## src/core/gscr_regs.vh

```
// register offsets, flag positions and timing constants of the gauge status block
`ifndef GSCR_REGS_VH
`define GSCR_REGS_VH
`define GSCR_ADDR_FLAGS    7'h0A
`define GSCR_ADDR_RELATIVE_CHARGE_PERCENT     7'h0B
`define GSCR_ADDR_NOMCAP   7'h0C
`define GSCR_ADDR_LMD      7'h0E
`define GSCR_ADDR_COMPCAP  7'h10
`define GSCR_ADDR_FCOMP    7'h12
`define GSCR_ADDR_AVGI     7'h14
`define GSCR_ADDR_TTE      7'h16
`define GSCR_ADDR_TTF      7'h18
`define GSCR_ADDR_STBY     7'h1A
`define GSCR_BIT_CHG       7
`define GSCR_BIT_NO_ACTIVITY_FLAG     6
`define GSCR_BIT_TAPER     5
`define GSCR_BIT_DOUBT     4
`define GSCR_BIT_CAL       3
`define GSCR_BIT_VALID     2
`define GSCR_BIT_FIRST_END_VOLTAGE_FLAG      1
`define GSCR_BIT_FINAL_END_VOLTAGE_FLAG      0
`define GSCR_FLAGS_RESET   8'h10
`define GSCR_TAPER_MIN_AI  16'h0008
`define GSCR_TAPER_COUNT   3'h4
`define GSCR_DOUBT_CYCLES  6'h20
`define GSCR_PERCENT       8'h64
`define GSCR_MINUTES       16'h003C
`define GSCR_SAMPLE_MS     5120
`define GSCR_CLK_KHZ       40000
`endif

```

## src/core/gscr_top.v

```verilog
// read-only status and capacity register block of a single-cell charge gauge
//
// Function
// [RULE1] charge flag bit 7 set while charging, cleared otherwise and on reset
// [RULE2] no-activity flag bit 6 set while sense voltage below magnitude filter
// [RULE3] taper flag after four qualifying averages; disqualified when average below 8
// [RULE4] doubt flag set on full reset or 32 cycle increments; cleared on learning; the code keeps it set when learning meets a cycle count of 32 or more
// [RULE5] calibration flag bit 3 follows running offset calibration; cleared on reset
// [RULE6] valid discharge flag set when learning requirements met; cleared on disqualify
// [RULE7] first end-voltage flag bit 1; rising edge with valid discharge updates capacity
// [RULE8] final end-voltage flag bit 0 set at low voltage, cleared when charging
// [RULE9] relative charge percent is 100 times nominal over learned capacity
// [RULE10] nominal capacity rises when charging above final threshold, falls discharging
// [RULE11] nominal capacity cleared on reset only when memory corruption found
// [RULE12] learning qualifies only from full charge to first end voltage, valid throughout
// [RULE13] learned capacity loads discharged charge plus 1/16 design plus compensation
// [RULE14] compensated capacity is nominal minus reduction, never rises unless charging
// [RULE15] after load drop compensated capacity holds until difference matches reduction
// [RULE16] full compensated capacity is learned minus reduction, equal while charging
// [RULE17] average current is magnitude averaged over 5.12 s in sensor counts
// [RULE18] time to empty is 60 times compensated capacity over average current
// [RULE19] time to full is 90 times learned minus nominal over average current
// [RULE20] standby current starts at initial value, filtered 15/16 old plus 1/16
// [RULE21] host reads charge flag with average current to learn its sign
// [RULE22] host only reads these registers
// [RULE23] writes to these addresses are ignored
`timescale 1ns/1ps
`include "gscr_regs.vh"

module gscr_top #(
  parameter integer SAMPLE_CYCLES = `GSCR_SAMPLE_MS * (`GSCR_CLK_KHZ / 1000) * 1000
)(
  input  wire        clock,
  input  wire        nrst,
  input  wire        clk_en,
  input  wire        full_reset,
  input  wire        ram_corrupt,
  input  wire        charge_pin,
  input  wire        discharge_pin,
  input  wire [15:0] count_delta,
  input  wire [15:0] current_mag,
  input  wire [15:0] battery_mv,
  input  wire [15:0] final_edv_mv,
  input  wire [15:0] first_edv_mv,
  input  wire [15:0] taper_mv,
  input  wire [15:0] magnitude_filter_threshold,
  input  wire [15:0] taper_limit,
  input  wire [15:0] design_capacity,
  input  wire [15:0] comp_reduction,
  input  wire [15:0] initial_standby,
  input  wire        cal_running,
  input  wire        cycle_inc,
  input  wire        disqualify,
  input  wire        learn_ok,
  input  wire [6:0]  reg_addr,
  input  wire        reg_rd,
  input  wire        reg_wr,
  input  wire [7:0]  reg_wdata,
  output reg  [7:0]  reg_rdata,
  output reg         reg_rvalid,
  output reg  [7:0]  status_flags,
  output reg         learn_update
);

  // pin-sourced levels pass a two-stage synchroniser first
  reg  [1:0]  chg_s_q;
  reg  [1:0]  dsg_s_q;
  reg  [1:0]  cal_s_q;
  wire        charging = chg_s_q[1];
  wire        discharging = dsg_s_q[1];

  reg  [7:0]  flags_q;
  reg  [15:0] nomcap_q;
  reg  [15:0] lmd_q;
  reg  [15:0] compcap_q;
  reg  [15:0] fcomp_q;
  reg  [15:0] avgi_q;
  reg  [15:0] tte_q;
  reg  [15:0] ttf_q;
  reg  [15:0] stby_q;
  reg  [7:0]  relative_charge_percent_q;
  reg  [15:0] removed_q;
  reg  [2:0]  taper_cnt_q;
  reg  [5:0]  cycles_q;
  reg  [31:0] tick_q;
  reg  [47:0] acc_q;
  reg         was_full_q;
  reg         boot_q;

  wire        tick = (tick_q == SAMPLE_CYCLES - 1);
  wire        first_end_voltage_flag_now = (battery_mv <= first_edv_mv) && !charging;
  wire        final_end_voltage_flag_now = (battery_mv <= final_edv_mv) && !charging;
  wire        first_end_voltage_flag_rise = first_end_voltage_flag_now && !flags_q[`GSCR_BIT_FIRST_END_VOLTAGE_FLAG];
  wire        do_learn = first_end_voltage_flag_rise && flags_q[`GSCR_BIT_VALID] && was_full_q;
  wire [15:0] comp_now = (nomcap_q > comp_reduction) ? nomcap_q - comp_reduction : 16'h0000;
  wire [15:0] fcomp_now = (lmd_q > comp_reduction) ? lmd_q - comp_reduction : 16'h0000;
  // the window sum includes the tick cycle, so each window holds SAMPLE_CYCLES samples
  wire [47:0] acc_next = acc_q + {32'h00000000, current_mag};
  wire [47:0] avg_full = acc_next / SAMPLE_CYCLES;
  wire [15:0] avg_new = avg_full[15:0];
  wire [15:0] avg_div = (avgi_q == 16'h0000) ? 16'h0001 : avgi_q;
  wire [15:0] lmd_div = (lmd_q == 16'h0000) ? 16'h0001 : lmd_q;
  wire [31:0] relative_charge_percent_full = ({16'h0000, nomcap_q} * {24'h000000, `GSCR_PERCENT}) / {16'h0000, lmd_div};
  wire [31:0] tte_full = ({16'h0000, compcap_q} * {16'h0000, `GSCR_MINUTES}) / {16'h0000, avg_div};
  wire [15:0] gap = (lmd_q > nomcap_q) ? lmd_q - nomcap_q : 16'h0000;
  wire [31:0] ttf_full = ({16'h0000, gap} * 32'h0000005A) / {16'h0000, avg_div};
  wire [15:0] lmd_new = removed_q + {4'h0, design_capacity[15:4]} + comp_reduction;
  wire [19:0] stby_sum = {4'h0, stby_q} * 20'h0000F + {4'h0, avgi_q};
  wire [16:0] stby_lim = {initial_standby, 1'b0};

  always @(posedge clock)
  begin
    if (!nrst)
    begin
      chg_s_q <= 2'h0;
      dsg_s_q <= 2'h0;
      cal_s_q <= 2'h0;
    end
    else if (clk_en)
    begin
      chg_s_q <= {chg_s_q[0], charge_pin};
      dsg_s_q <= {dsg_s_q[0], discharge_pin};
      cal_s_q <= {cal_s_q[0], cal_running};
    end
  end

  // sample timer and 5.12 s window accumulator of current magnitude
  always @(posedge clock)
  begin
    if (!nrst)
    begin
      tick_q <= 32'h00000000;
      acc_q <= 48'h000000000000;
      avgi_q <= 16'h0000;
    end
    else if (clk_en)
    begin
      tick_q <= tick ? 32'h00000000 : tick_q + 32'h00000001;
      if (tick)
      begin
        avgi_q <= avg_new; // RULE17
        acc_q <= 48'h000000000000;
      end
      else
        acc_q <= acc_next;
    end
  end

  // flags; the doubt flag and capacity survive a plain reset
  always @(posedge clock)
  begin
    if (!nrst)
    begin
      // doubt flag kept over a plain reset
      flags_q <= {3'b000, flags_q[`GSCR_BIT_DOUBT], 4'h0}; // RULE1 RULE2 RULE3 RULE4 RULE5 RULE6 RULE7 RULE8
      taper_cnt_q <= 3'h0;
      boot_q <= 1'b1;
    end
    else if (clk_en)
    begin
      boot_q <= 1'b0;
      flags_q[`GSCR_BIT_CHG] <= charging; // RULE1
      flags_q[`GSCR_BIT_NO_ACTIVITY_FLAG] <= (current_mag < magnitude_filter_threshold); // RULE2
      flags_q[`GSCR_BIT_CAL] <= cal_s_q[1]; // RULE5
      flags_q[`GSCR_BIT_FIRST_END_VOLTAGE_FLAG] <= first_end_voltage_flag_now; // RULE7
      flags_q[`GSCR_BIT_FINAL_END_VOLTAGE_FLAG] <= final_end_voltage_flag_now; // RULE8
      if (tick)
      begin
        if (charging && avgi_q >= `GSCR_TAPER_MIN_AI && avgi_q < taper_limit &&
            battery_mv >= taper_mv) // RULE3
        begin
          if (taper_cnt_q != `GSCR_TAPER_COUNT)
            taper_cnt_q <= taper_cnt_q + 3'h1;
        end
        else
          taper_cnt_q <= 3'h0;
      end
      flags_q[`GSCR_BIT_TAPER] <= (taper_cnt_q == `GSCR_TAPER_COUNT); // RULE3
      if (do_learn || disqualify || charging)
        flags_q[`GSCR_BIT_VALID] <= 1'b0; // RULE6
      else if (learn_ok && was_full_q)
        flags_q[`GSCR_BIT_VALID] <= 1'b1; // RULE6
      if (full_reset || boot_q && ram_corrupt || cycles_q >= `GSCR_DOUBT_CYCLES)
        flags_q[`GSCR_BIT_DOUBT] <= 1'b1; // RULE4
      else if (do_learn)
        flags_q[`GSCR_BIT_DOUBT] <= 1'b0; // RULE4
    end
  end

  // capacity bookkeeping; nominal and learned capacity kept over reset, nominal cleared when memory is bad
  always @(posedge clock)
  begin
    if (!nrst)
    begin
      learn_update <= 1'b0;
      cycles_q <= 6'h00;
      was_full_q <= 1'b0;
      removed_q <= 16'h0000;
      if (ram_corrupt)
        nomcap_q <= 16'h0000; // RULE11
    end
    else if (clk_en)
    begin
      learn_update <= do_learn; // RULE13
      if (full_reset)
      begin
        nomcap_q <= 16'h0000;
        lmd_q <= design_capacity;
        cycles_q <= 6'h00;
      end
      else
      begin
        if (charging && battery_mv > final_edv_mv)
          nomcap_q <= (nomcap_q + count_delta > lmd_q) ? lmd_q : nomcap_q + count_delta; // RULE10
        else if (discharging)
          nomcap_q <= (nomcap_q > count_delta) ? nomcap_q - count_delta : 16'h0000; // RULE10
        if (do_learn)
        begin
          lmd_q <= lmd_new; // RULE12 RULE13
          cycles_q <= 6'h00;
        end
        else if (cycle_inc && cycles_q != 6'h3F)
          cycles_q <= cycles_q + 6'h01; // RULE4
      end
      if (charging)
      begin
        was_full_q <= (nomcap_q >= lmd_q); // RULE12
        removed_q <= 16'h0000;
      end
      else if (discharging)
        removed_q <= removed_q + count_delta; // RULE12
    end
  end

  // derived values
  always @(posedge clock)
  begin
    if (!nrst)
    begin
      compcap_q <= 16'h0000;
      fcomp_q <= 16'h0000;
      relative_charge_percent_q <= 8'h00;
      tte_q <= 16'h0000;
      ttf_q <= 16'h0000;
      stby_q <= initial_standby; // RULE20
    end
    else if (clk_en)
    begin
      if (charging)
        compcap_q <= nomcap_q; // RULE14
      else if (comp_now < compcap_q)
        compcap_q <= comp_now; // RULE14 RULE15
      fcomp_q <= charging ? lmd_q : fcomp_now; // RULE16
      relative_charge_percent_q <= relative_charge_percent_full[7:0]; // RULE9
      tte_q <= tte_full[15:0]; // RULE18
      ttf_q <= ttf_full[15:0]; // RULE19
      if (tick && avgi_q > magnitude_filter_threshold && {1'b0, avgi_q} <= stby_lim)
        stby_q <= stby_sum[19:4]; // RULE20
    end
  end

  // register read port; writes are dropped on purpose
  always @(posedge clock)
  begin
    if (!nrst)
    begin
      reg_rdata <= 8'h00;
      reg_rvalid <= 1'b0;
      status_flags <= `GSCR_FLAGS_RESET;
    end
    else if (clk_en)
    begin
      status_flags <= flags_q;
      reg_rvalid <= reg_rd && !reg_wr; // RULE23
      if (reg_rd)
        case (reg_addr)
          `GSCR_ADDR_FLAGS:         reg_rdata <= flags_q;
          `GSCR_ADDR_RELATIVE_CHARGE_PERCENT:          reg_rdata <= relative_charge_percent_q;
          `GSCR_ADDR_NOMCAP:        reg_rdata <= nomcap_q[7:0];
          `GSCR_ADDR_NOMCAP + 7'h1: reg_rdata <= nomcap_q[15:8];
          `GSCR_ADDR_LMD:           reg_rdata <= lmd_q[7:0];
          `GSCR_ADDR_LMD + 7'h1:    reg_rdata <= lmd_q[15:8];
          `GSCR_ADDR_COMPCAP:       reg_rdata <= compcap_q[7:0];
          `GSCR_ADDR_COMPCAP + 7'h1: reg_rdata <= compcap_q[15:8];
          `GSCR_ADDR_FCOMP:         reg_rdata <= fcomp_q[7:0];
          `GSCR_ADDR_FCOMP + 7'h1:  reg_rdata <= fcomp_q[15:8];
          `GSCR_ADDR_AVGI:          reg_rdata <= avgi_q[7:0];
          `GSCR_ADDR_AVGI + 7'h1:   reg_rdata <= avgi_q[15:8];
          `GSCR_ADDR_TTE:           reg_rdata <= tte_q[7:0];
          `GSCR_ADDR_TTE + 7'h1:    reg_rdata <= tte_q[15:8];
          `GSCR_ADDR_TTF:           reg_rdata <= ttf_q[7:0];
          `GSCR_ADDR_TTF + 7'h1:    reg_rdata <= ttf_q[15:8];
          `GSCR_ADDR_STBY:          reg_rdata <= stby_q[7:0];
          `GSCR_ADDR_STBY + 7'h1:   reg_rdata <= stby_q[15:8];
          default:                  reg_rdata <= 8'h00;
        endcase
    end
  end

endmodule

```

## config.mk

```make
export PLATFORM = sky130hd
export DESIGN_NAME = gscr_top
export DESIGN_NICKNAME = d
export VERILOG_FILES = /design/src/core/gscr_top.v
export VERILOG_INCLUDE_DIRS = /design/src /design/src/core
export SDC_FILE = /design/constraint.sdc
export NUM_CORES = 2
export LEC_CHECK = 0
export BUFFER_PORTS_ARGS = -buffer_cell sky130_fd_sc_hd__buf_2
export CAP_MARGIN = 5
export CORE_UTILIZATION = 25
export CTS_CLUSTER_DIAMETER = 150
export DETAILED_ROUTE_END_ITERATION = 7
export PLACE_DENSITY = 0.49
export SYNTH_ARGS = -nofsm -noshare
export SYNTH_HDL_FRONTEND = slang
export SYNTH_SLANG_ARGS = --single-unit
```

## constraint.sdc

```tcl
create_clock -name clock -period 337.7 [get_ports clock]
set_input_delay 50.655 -clock clock [delete_from_list [all_inputs] [get_ports clock]]
set_output_delay 50.655 -clock clock [all_outputs]
set_load 0.02 [all_outputs]
```

* Word-level counts from Yosys, hierarchy flattened *
Cells that the tools add are included.

cells by class
  add/subtract/negate cells = 13
  $mul = 4
  div/mod/pow operators = 4
  $lt $le $gt $ge = 17
  equal/unequal tests = 26
  multiplexer cells = 34
  reductions and logical operators = 43

operators with widths
  operator                                            number
  two-way mux 16 bit                                  23
  case mux 8 bit (18 select lines)                    1
  greater-than comparator 16 bit                      7
  == test 7 x 5 -> 1 bit, second input constant       12
  divider 23 x 16 -> 32 bit                           2
  subtractor 16 bit                                   4
  adder 16 bit                                        3
  adder 48 x 16 -> 48 bit                             1
  divider 48 x 28 -> 48 bit, second input constant    1
  less-than comparator 16 bit                         3
  two-way mux 48 bit                                  1
  == test 7 x 4 -> 1 bit, second input constant       6
  multiplier 16 x 4 -> 20 bit, second input constant  2
  adder 32 x 1 -> 32 bit, second input constant       1
  divider 22 x 16 -> 32 bit                           1
  == test 32 x 28 -> 1 bit, second input constant     1
  >= comparator 16 bit                                2
  less-or-equal comparator 16 bit                     2
  zero test 16 bit                                    2
  two-way mux 32 bit                                  1
  multiplier 16 x 6 -> 22 bit, second input constant  1
  multiplier 16 x 5 -> 21 bit, second input constant  1
  adder 20 x 16 -> 20 bit                             1
  two-way mux 6 bit                                   3
  other kinds (20)                                    59

word-level totals
  register bits = 275
  bits of input ports = 204
  output and inout port bits = 18
  word-level logic and storage cells = 167

* Depth between registers and ports, before layout *
  word-level depth = 9
  depth in mapped cells = 618
  depth with buffers taken out = 565

* Worst setup path before layout *
No wires, ideal clock.

  kind = register to register
  start point = reg avgi_q[2]
  end point = reg ttf_q[0]
  setup time = 0.127 ns
  arrival = 109.337 ns
  data required time = 337.573 ns
  setup slack = 228.236 ns
  stages on the path, launching flop included = 538
  path buffers = 49
  period minus slack after synthesis = 109.464 ns
  path through = dfxtp_1 > inv_1 > a31oi_1 > ha_1 > o21a_1 > o21a_1 > o21bai_1 > nor2_1 > ha_1 > o21a_1 > o21a_1 > o21a_1 > or4_1 > a21oi_1 > ha_1 > o21ai_0 > a21boi_0 > o21a_1 > [502 not listed] > clkbuf_1 > buf_1 > nand2_1 > o21ai_0 > ha_1 > a21o_1 > a21oi_1 > nor2b_1 > o21ai_0 > nand2b_1 > a21oi_1 > nor2b_1 > o21ai_0 > o311ai_0 > a2111oi_0 > nand4_1 > nor3_1 > a31oi_1

on the way
  word-level cells in the longest chain between the ends = 3

RTL lines
  element                      line            RTL
  start: declaration           gscr_top.v:77   reg [15:0] avgi_q;
  start signal: assignment     gscr_top.v:141  avgi_q <= avg_new;
  zero test 16 bit             gscr_top.v:101  wire [15:0] avg_div = (avgi_q == 16'h0000) ? 16'h0001 : avgi_q;
  two-way mux 16 bit *         gscr_top.v:101
  divider 23 x 16 -> 32 bit *  gscr_top.v:106  wire [31:0] ttf_full = ({16'h0000, gap} * 32'h0000005A) / {16'h0000, avg_div};
  end signal: assignment       gscr_top.v:256  ttf_q <= ttf_full[15:0];
  end: declaration             gscr_top.v:79   reg [15:0] ttf_q;

Mark *: on every way between the ends. The rest lies on a longest branch, timed or not.
A chain may end at the register's enable or synchronous reset.

* Final worst setup path *
  start point = reg nomcap_q[4]
  end point = reg relative_charge_percent_q[0]

on the way
  word-level cells in the longest chain between the ends = 2

RTL lines
  element                      line            RTL
  start: declaration           gscr_top.v:73   reg [15:0] nomcap_q;
  start signal: assignment     gscr_top.v:214  nomcap_q <= (nomcap_q + count_delta > lmd_q) ? lmd_q : nomcap_q + count_delta;
  start signal: assignment     gscr_top.v:216  nomcap_q <= (nomcap_q > count_delta) ? nomcap_q - count_delta : 16'h0000;
  multiplier 16 x 5 -> 21 bit  gscr_top.v:103  wire [31:0] relative_charge_percent_full = ({16'h0000, nomcap_q} * {24'h000000, `GSCR_PERCENT}) / {16'h0000, l ...
  divider 23 x 16 -> 32 bit    gscr_top.v:103
  end signal: assignment       gscr_top.v:254  relative_charge_percent_q <= relative_charge_percent_full[7:0];
  end: declaration             gscr_top.v:81   reg [7:0] relative_charge_percent_q;

No other way between the ends.

==> impl_metrics.prom <==
# TYPE chip_impl_metric gauge
chip_impl_metric{name="r2r_cells",unit=""} 543
chip_impl_metric{name="final_max_slew_viol_count",unit=""} 0
chip_impl_metric{name="gp_congestion",unit=""} 0.935
chip_impl_metric{name="finish.net_count",unit=""} 16757
chip_impl_info{name="tritoncts",value="built"} 1
chip_impl_metric{name="detail-route-antenna-nets",unit=""} 0
chip_impl_metric{name="top_level_ports",unit=""} 222
chip_impl_metric{name="drive_gt1_frac",unit=""} 0.0812
chip_impl_metric{name="timing.final.crit_share",unit=""} 0.336
chip_impl_metric{name="synth_xor_xnor_area_share",unit=""} 0.0821
chip_impl_metric{name="fp.coreArea",unit="um2"} 418000
chip_impl_info{name="unrepaired_setup_endpoints_after_global_routing",value="no"} 1
chip_impl_metric{name="cts.reportedPaths.clkPinSlew",unit="ns"} 0.06
chip_impl_metric{name="maxSlewHeadroom",unit=""} 0.0693
chip_impl_info{name="criticalPathCategory",value="reg -> reg"} 1
chip_impl_metric{name="ys_async_sr_fraction",unit=""} 0
chip_impl_metric{name="route.vias.total",unit=""} 109353
chip_impl_metric{name="std_cell_rows",unit=""} 237
chip_impl_metric{name="postSynthRegisterBits",unit=""} 275
chip_impl_info{name="synth_top_flop_cell",value="sky130_fd_sc_hd__dfxtp_1"} 1
chip_impl_metric{name="finalCriticalPeriod",unit="ns"} 113.35
chip_impl_metric{name="totalNegativeSetupSlack",unit="ns"} 0
chip_impl_info{name="critPathCaptureType",value="flop"} 1
chip_impl_info{name="outcome",value="completed"} 1
chip_impl_metric{name="yosys.area_share.simple",unit=""} 0.251
chip_impl_metric{name="h-tree-depth",unit=""} 2
chip_impl_metric{name="grt_max_degree",unit=""} 64
chip_impl_metric{name="postLayoutCellArea",unit="um2"} 115000
chip_impl_metric{name="post_synth_num_cell_types",unit=""} 149
chip_impl_info{name="synth.top_cells.by_area",value="sky130_fd_sc_hd__ha_1 19%, sky130_fd_sc_hd__o21a_1 5.4%, sky130_fd_sc_hd__xnor2_1 5.4%, sky130_fd_sc_hd__nor2_1 5.2%, sky130_fd_sc_hd__a21oi_1 5.1%"} 1
chip_impl_metric{name="number_of_input_and_output_port_buffers_inserted",unit=""} 213
chip_impl_metric{name="critical_path.max_stage_delay",unit="ns"} 0.84
chip_impl_info{name="worst_hold_path_type",value="reg -> reg"} 1
chip_impl_metric{name="reg2reg_slack",unit="ns"} 224.36
chip_impl_info{name="worst_path_most_repeated_cell",value="sky130_fd_sc_hd__o21ai_0"} 1
chip_impl_metric{name="fmax",unit="GHz"} 0.00882
chip_impl_info{name="timing.critical_path.slowest_stage_cell",value="sky130_fd_sc_hd__edfxtp_1"} 1
chip_impl_info{name="hold_start",value="boot_q"} 1
chip_impl_metric{name="floorplan.die_area",unit="um2"} 423000
chip_impl_metric{name="dp.final_hpwl",unit="um"} 314000
chip_impl_metric{name="grt_antenna_before_repair",unit=""} 20
chip_impl_metric{name="share_of_the_synthesized_area_in_the_top_cell_type",unit=""} 0.189
chip_impl_metric{name="die_width",unit="um"} 651
chip_impl_metric{name="synthMuxAreaShare",unit=""} 0.0517
chip_impl_metric{name="largest_fanout_of_any_net_on_the_critical_path",unit=""} 41
chip_impl_metric{name="max-cap-violations",unit=""} 0
chip_impl_metric{name="insertion_delay",unit="ns"} 0.66
chip_impl_metric{name="whs_path_depth",unit=""} 1
chip_impl_metric{name="grt_first_pass_wirelength",unit="um"} 594000
chip_impl_info{name="r2r-start",value="nomcap_q[4]"} 1
chip_impl_metric{name="number_of_synthesized_flops_with_an_enable_pin",unit=""} 49
chip_impl_metric{name="synth_compound_gate_area_share",unit=""} 0.302
chip_impl_metric{name="avg_vias_per_cell",unit=""} 5.36
chip_impl_metric{name="cts_made_buffers",unit=""} 41
chip_impl_info{name="critical_path.reg2reg.endpoint",value="relative_charge_percent_q[0]"} 1
chip_impl_metric{name="synth-seq-area-share",unit=""} 0.0570
chip_impl_metric{name="synthesis.area",unit="um2"} 105000
chip_impl_metric{name="detail_route.wirelength",unit="um"} 387000
chip_impl_metric{name="postSynthAreaPerCell",unit="um2"} 7.12
chip_impl_metric{name="number_of_global_route_vias_before_repair",unit=""} 101693
chip_impl_metric{name="firstDrtPassIters",unit=""} 6
chip_impl_metric{name="required",unit="ns"} 338.20
chip_impl_metric{name="routedWlPerCell",unit="um"} 19.0
chip_impl_metric{name="grtUsageTotal",unit=""} 0.174
chip_impl_metric{name="timing.critical_path.arrival",unit="ns"} 113.84
chip_impl_metric{name="die-height",unit="um"} 651
chip_impl_metric{name="drt_iter0_markers",unit=""} 7578
chip_impl_metric{name="drc_errors",unit=""} 0
chip_impl_metric{name="worst_slew_pin_slew",unit="ns"} 1.39
chip_impl_metric{name="setup_viol_count_final",unit=""} 0
chip_impl_metric{name="post-cts-setup-buffers",unit=""} 0
chip_impl_info{name="most_repeated_cell_in_the_gate_level_netlist_after_synthesis",value="sky130_fd_sc_hd__ha_1"} 1
chip_impl_metric{name="cts.path.max_buffers",unit=""} 3
chip_impl_metric{name="tritoncts_num_sinks",unit=""} 275
chip_impl_metric{name="post_synth_fa_ha_maj_area_fraction",unit=""} 0.214
chip_impl_info{name="worst_setup_path_start_kind",value="flop"} 1
chip_impl_metric{name="number_of_hold_buffers_added_after_cts",unit=""} 0
chip_impl_metric{name="timing_hold_violations_final",unit=""} 0
chip_impl_info{name="main_combinational_cell_family_by_area_after_synthesis",value="compound AO/OA/AOI/OAI gates"} 1
chip_impl_metric{name="post_dp_cell_area",unit="um2"} 113000
chip_impl_info{name="yosys-top-cells-count",value="1592 x sky130_fd_sc_hd__ha_1, 1454 x sky130_fd_sc_hd__nor2_1, 1255 x sky130_fd_sc_hd__nand2_1"} 1
chip_impl_metric{name="post_cts_resize_count",unit=""} 0
chip_impl_metric{name="syn2layout_area_growth",unit="%"} 9.24
chip_impl_metric{name="netlist_instances",unit=""} 14773
chip_impl_metric{name="floorplan.initialDensity",unit=""} 0.252
chip_impl_metric{name="synth_warnings",unit=""} 0
chip_impl_metric{name="worst_clock_skew",unit="ns"} 0.0476
chip_impl_info{name="clock_tree.root_cell",value="sky130_fd_sc_hd__clkbuf_16"} 1
chip_impl_info{name="netlist.top_cell.by_area",value="sky130_fd_sc_hd__ha_1"} 1
chip_impl_info{name="timing.hold.worst_endpoint",value="boot_q"} 1
chip_impl_metric{name="grt-ovfl-total",unit=""} 0
-- placed cells by master (no fill, tap or decap), types with 113 or more instances in the layout --
cell type	Yosys	final
sky130_fd_sc_hd__ha_1	1592	1592
sky130_fd_sc_hd__o31ai_1	408	408
sky130_fd_sc_hd__dfxtp_1	226	225
sky130_fd_sc_hd__xor2_1	334	334
sky130_fd_sc_hd__fa_1	120	120
sky130_fd_sc_hd__nor3_1	901	898
sky130_fd_sc_hd__nand4_1	221	221
sky130_fd_sc_hd__xnor2_1	648	647
sky130_fd_sc_hd__or2_2	131	131
sky130_fd_sc_hd__nor2b_1	168	165
sky130_fd_sc_hd__and2_1	159	159
sky130_fd_sc_hd__nand2b_1	235	234
sky130_fd_sc_hd__a21oi_1	1071	1069
sky130_fd_sc_hd__mux2_2	335	335
sky130_fd_sc_hd__a21o_1	391	391
sky130_fd_sc_hd__nand3_1	291	291
sky130_fd_sc_hd__o21a_1	756	756
sky130_fd_sc_hd__buf_2	36	212
sky130_fd_sc_hd__buf_4	20	248
sky130_fd_sc_hd__o21ai_0	747	742
sky130_fd_sc_hd__a211oi_1	150	150
sky130_fd_sc_hd__nor2_1	1454	1442
sky130_fd_sc_hd__a31oi_1	129	126
sky130_fd_sc_hd__inv_1	690	663
sky130_fd_sc_hd__and3_1	133	133
sky130_fd_sc_hd__nand2_1	1255	1255
sky130_fd_sc_hd__mux2i_1	153	153
sky130_fd_sc_hd__o21bai_1	113	113
-- per-layer routing --
metal | vias up | GRT usage | share of wire
li1 | 55348 | - | -
met1 | 51304 | 0.231 | 0.46
met2 | 2282 | 0.293 | 0.46
met3 | 415 | 0.0102 | 0.037
met4 | 4 | 0.0677 | 0.045
met5 | - | 0 | 0.000075
-- stage by stage --
stage | utilization | worst slack [ns] | hold slack, ns | std cells
global route | 0.275 | 213.86 | 0.493 | 20391
detailed placement | 0.271 | 225.85 | 0.445 | 20295
floorplan | - | 228.24 | 0.429 | 14797
CTS | 0.275 | 225.28 | 0.459 | 20368
finish | 0.275 | 224.36 | 0.457 | 20396
global placement | 0.271 | 225.61 | 0.437 | 20295
-- worst max-delay path, delay by kind of cell (launching register included) --
| kind | cells | cell delay [ns] |
|---|---|---|
| xor gates and xnor gates | 2 | 0.20 |
| AOI/OAI and AO/OA | 263 | 55.33 |
| buffers and inverters | 37 | 6.19 |
| DFF | 1 | 0.84 |
| and+or+nand+nor | 201 | 36.96 |
| adders and majority gates | 33 | 11.07 |
| muxes | 7 | 2.46 |
-- cells by family (layout without fill, tap and decap cells) --
family,count (synthesis),count (layout)
multiplexers,497,497
XOR/XNOR,984,984
adder cells (fa/ha/maj),1728,1728
other,1,53
buffers and inverters,1151,1225
flip-flops,275,275
AND/OR/NAND/NOR,5429,5429
AO/OA/AOI/OAI,4708,4708
-- worst max path at each step --
stage          cells past startpoint                           end  slack [ns]         from
6_report                         543  relative_charge_percent_q[0]      224.36  nomcap_q[4]
5_1_grt                          544  relative_charge_percent_q[0]      213.86  nomcap_q[5]
4_1_cts                          543  relative_charge_percent_q[0]      225.28  nomcap_q[6]
3_5_place_dp                     543  relative_charge_percent_q[0]      225.85  nomcap_q[7]
3_3_place_gp                     544  relative_charge_percent_q[0]      225.61  nomcap_q[7]
2_1_floorplan                    537                      ttf_q[0]      228.24    avgi_q[2]
-- state kept, by name, summed over array words and instances, names as in the netlist, 16 cells and up --
| name | flops |
|---|---|
| acc_q | 48 |
| avgi_q | 16 |
| compcap_q | 16 |
| fcomp_q | 16 |
| lmd_q | 16 |
| nomcap_q | 16 |
| removed_q | 16 |
| stby_q | 16 |
| tick_q | 32 |
| tte_q | 16 |
| ttf_q | 16 |
-- area by class of cell --
cell class                      instances  area (um2)
Clock inverter                         20         322
Inverter                              692        2610
Tap cell                             5497        6880
Clock buffer                           53        1160
Multi-Input combinational cell      13371       95000
Sequential cell                       275        6000
Fill cell                           46029      303000
Antenna cell                           28        70.1
Timing Repair Buffer                  460        2920
Power is not shown: default switching activity piles up to over one toggle a cycle in this logic, so the estimate is an artifact.
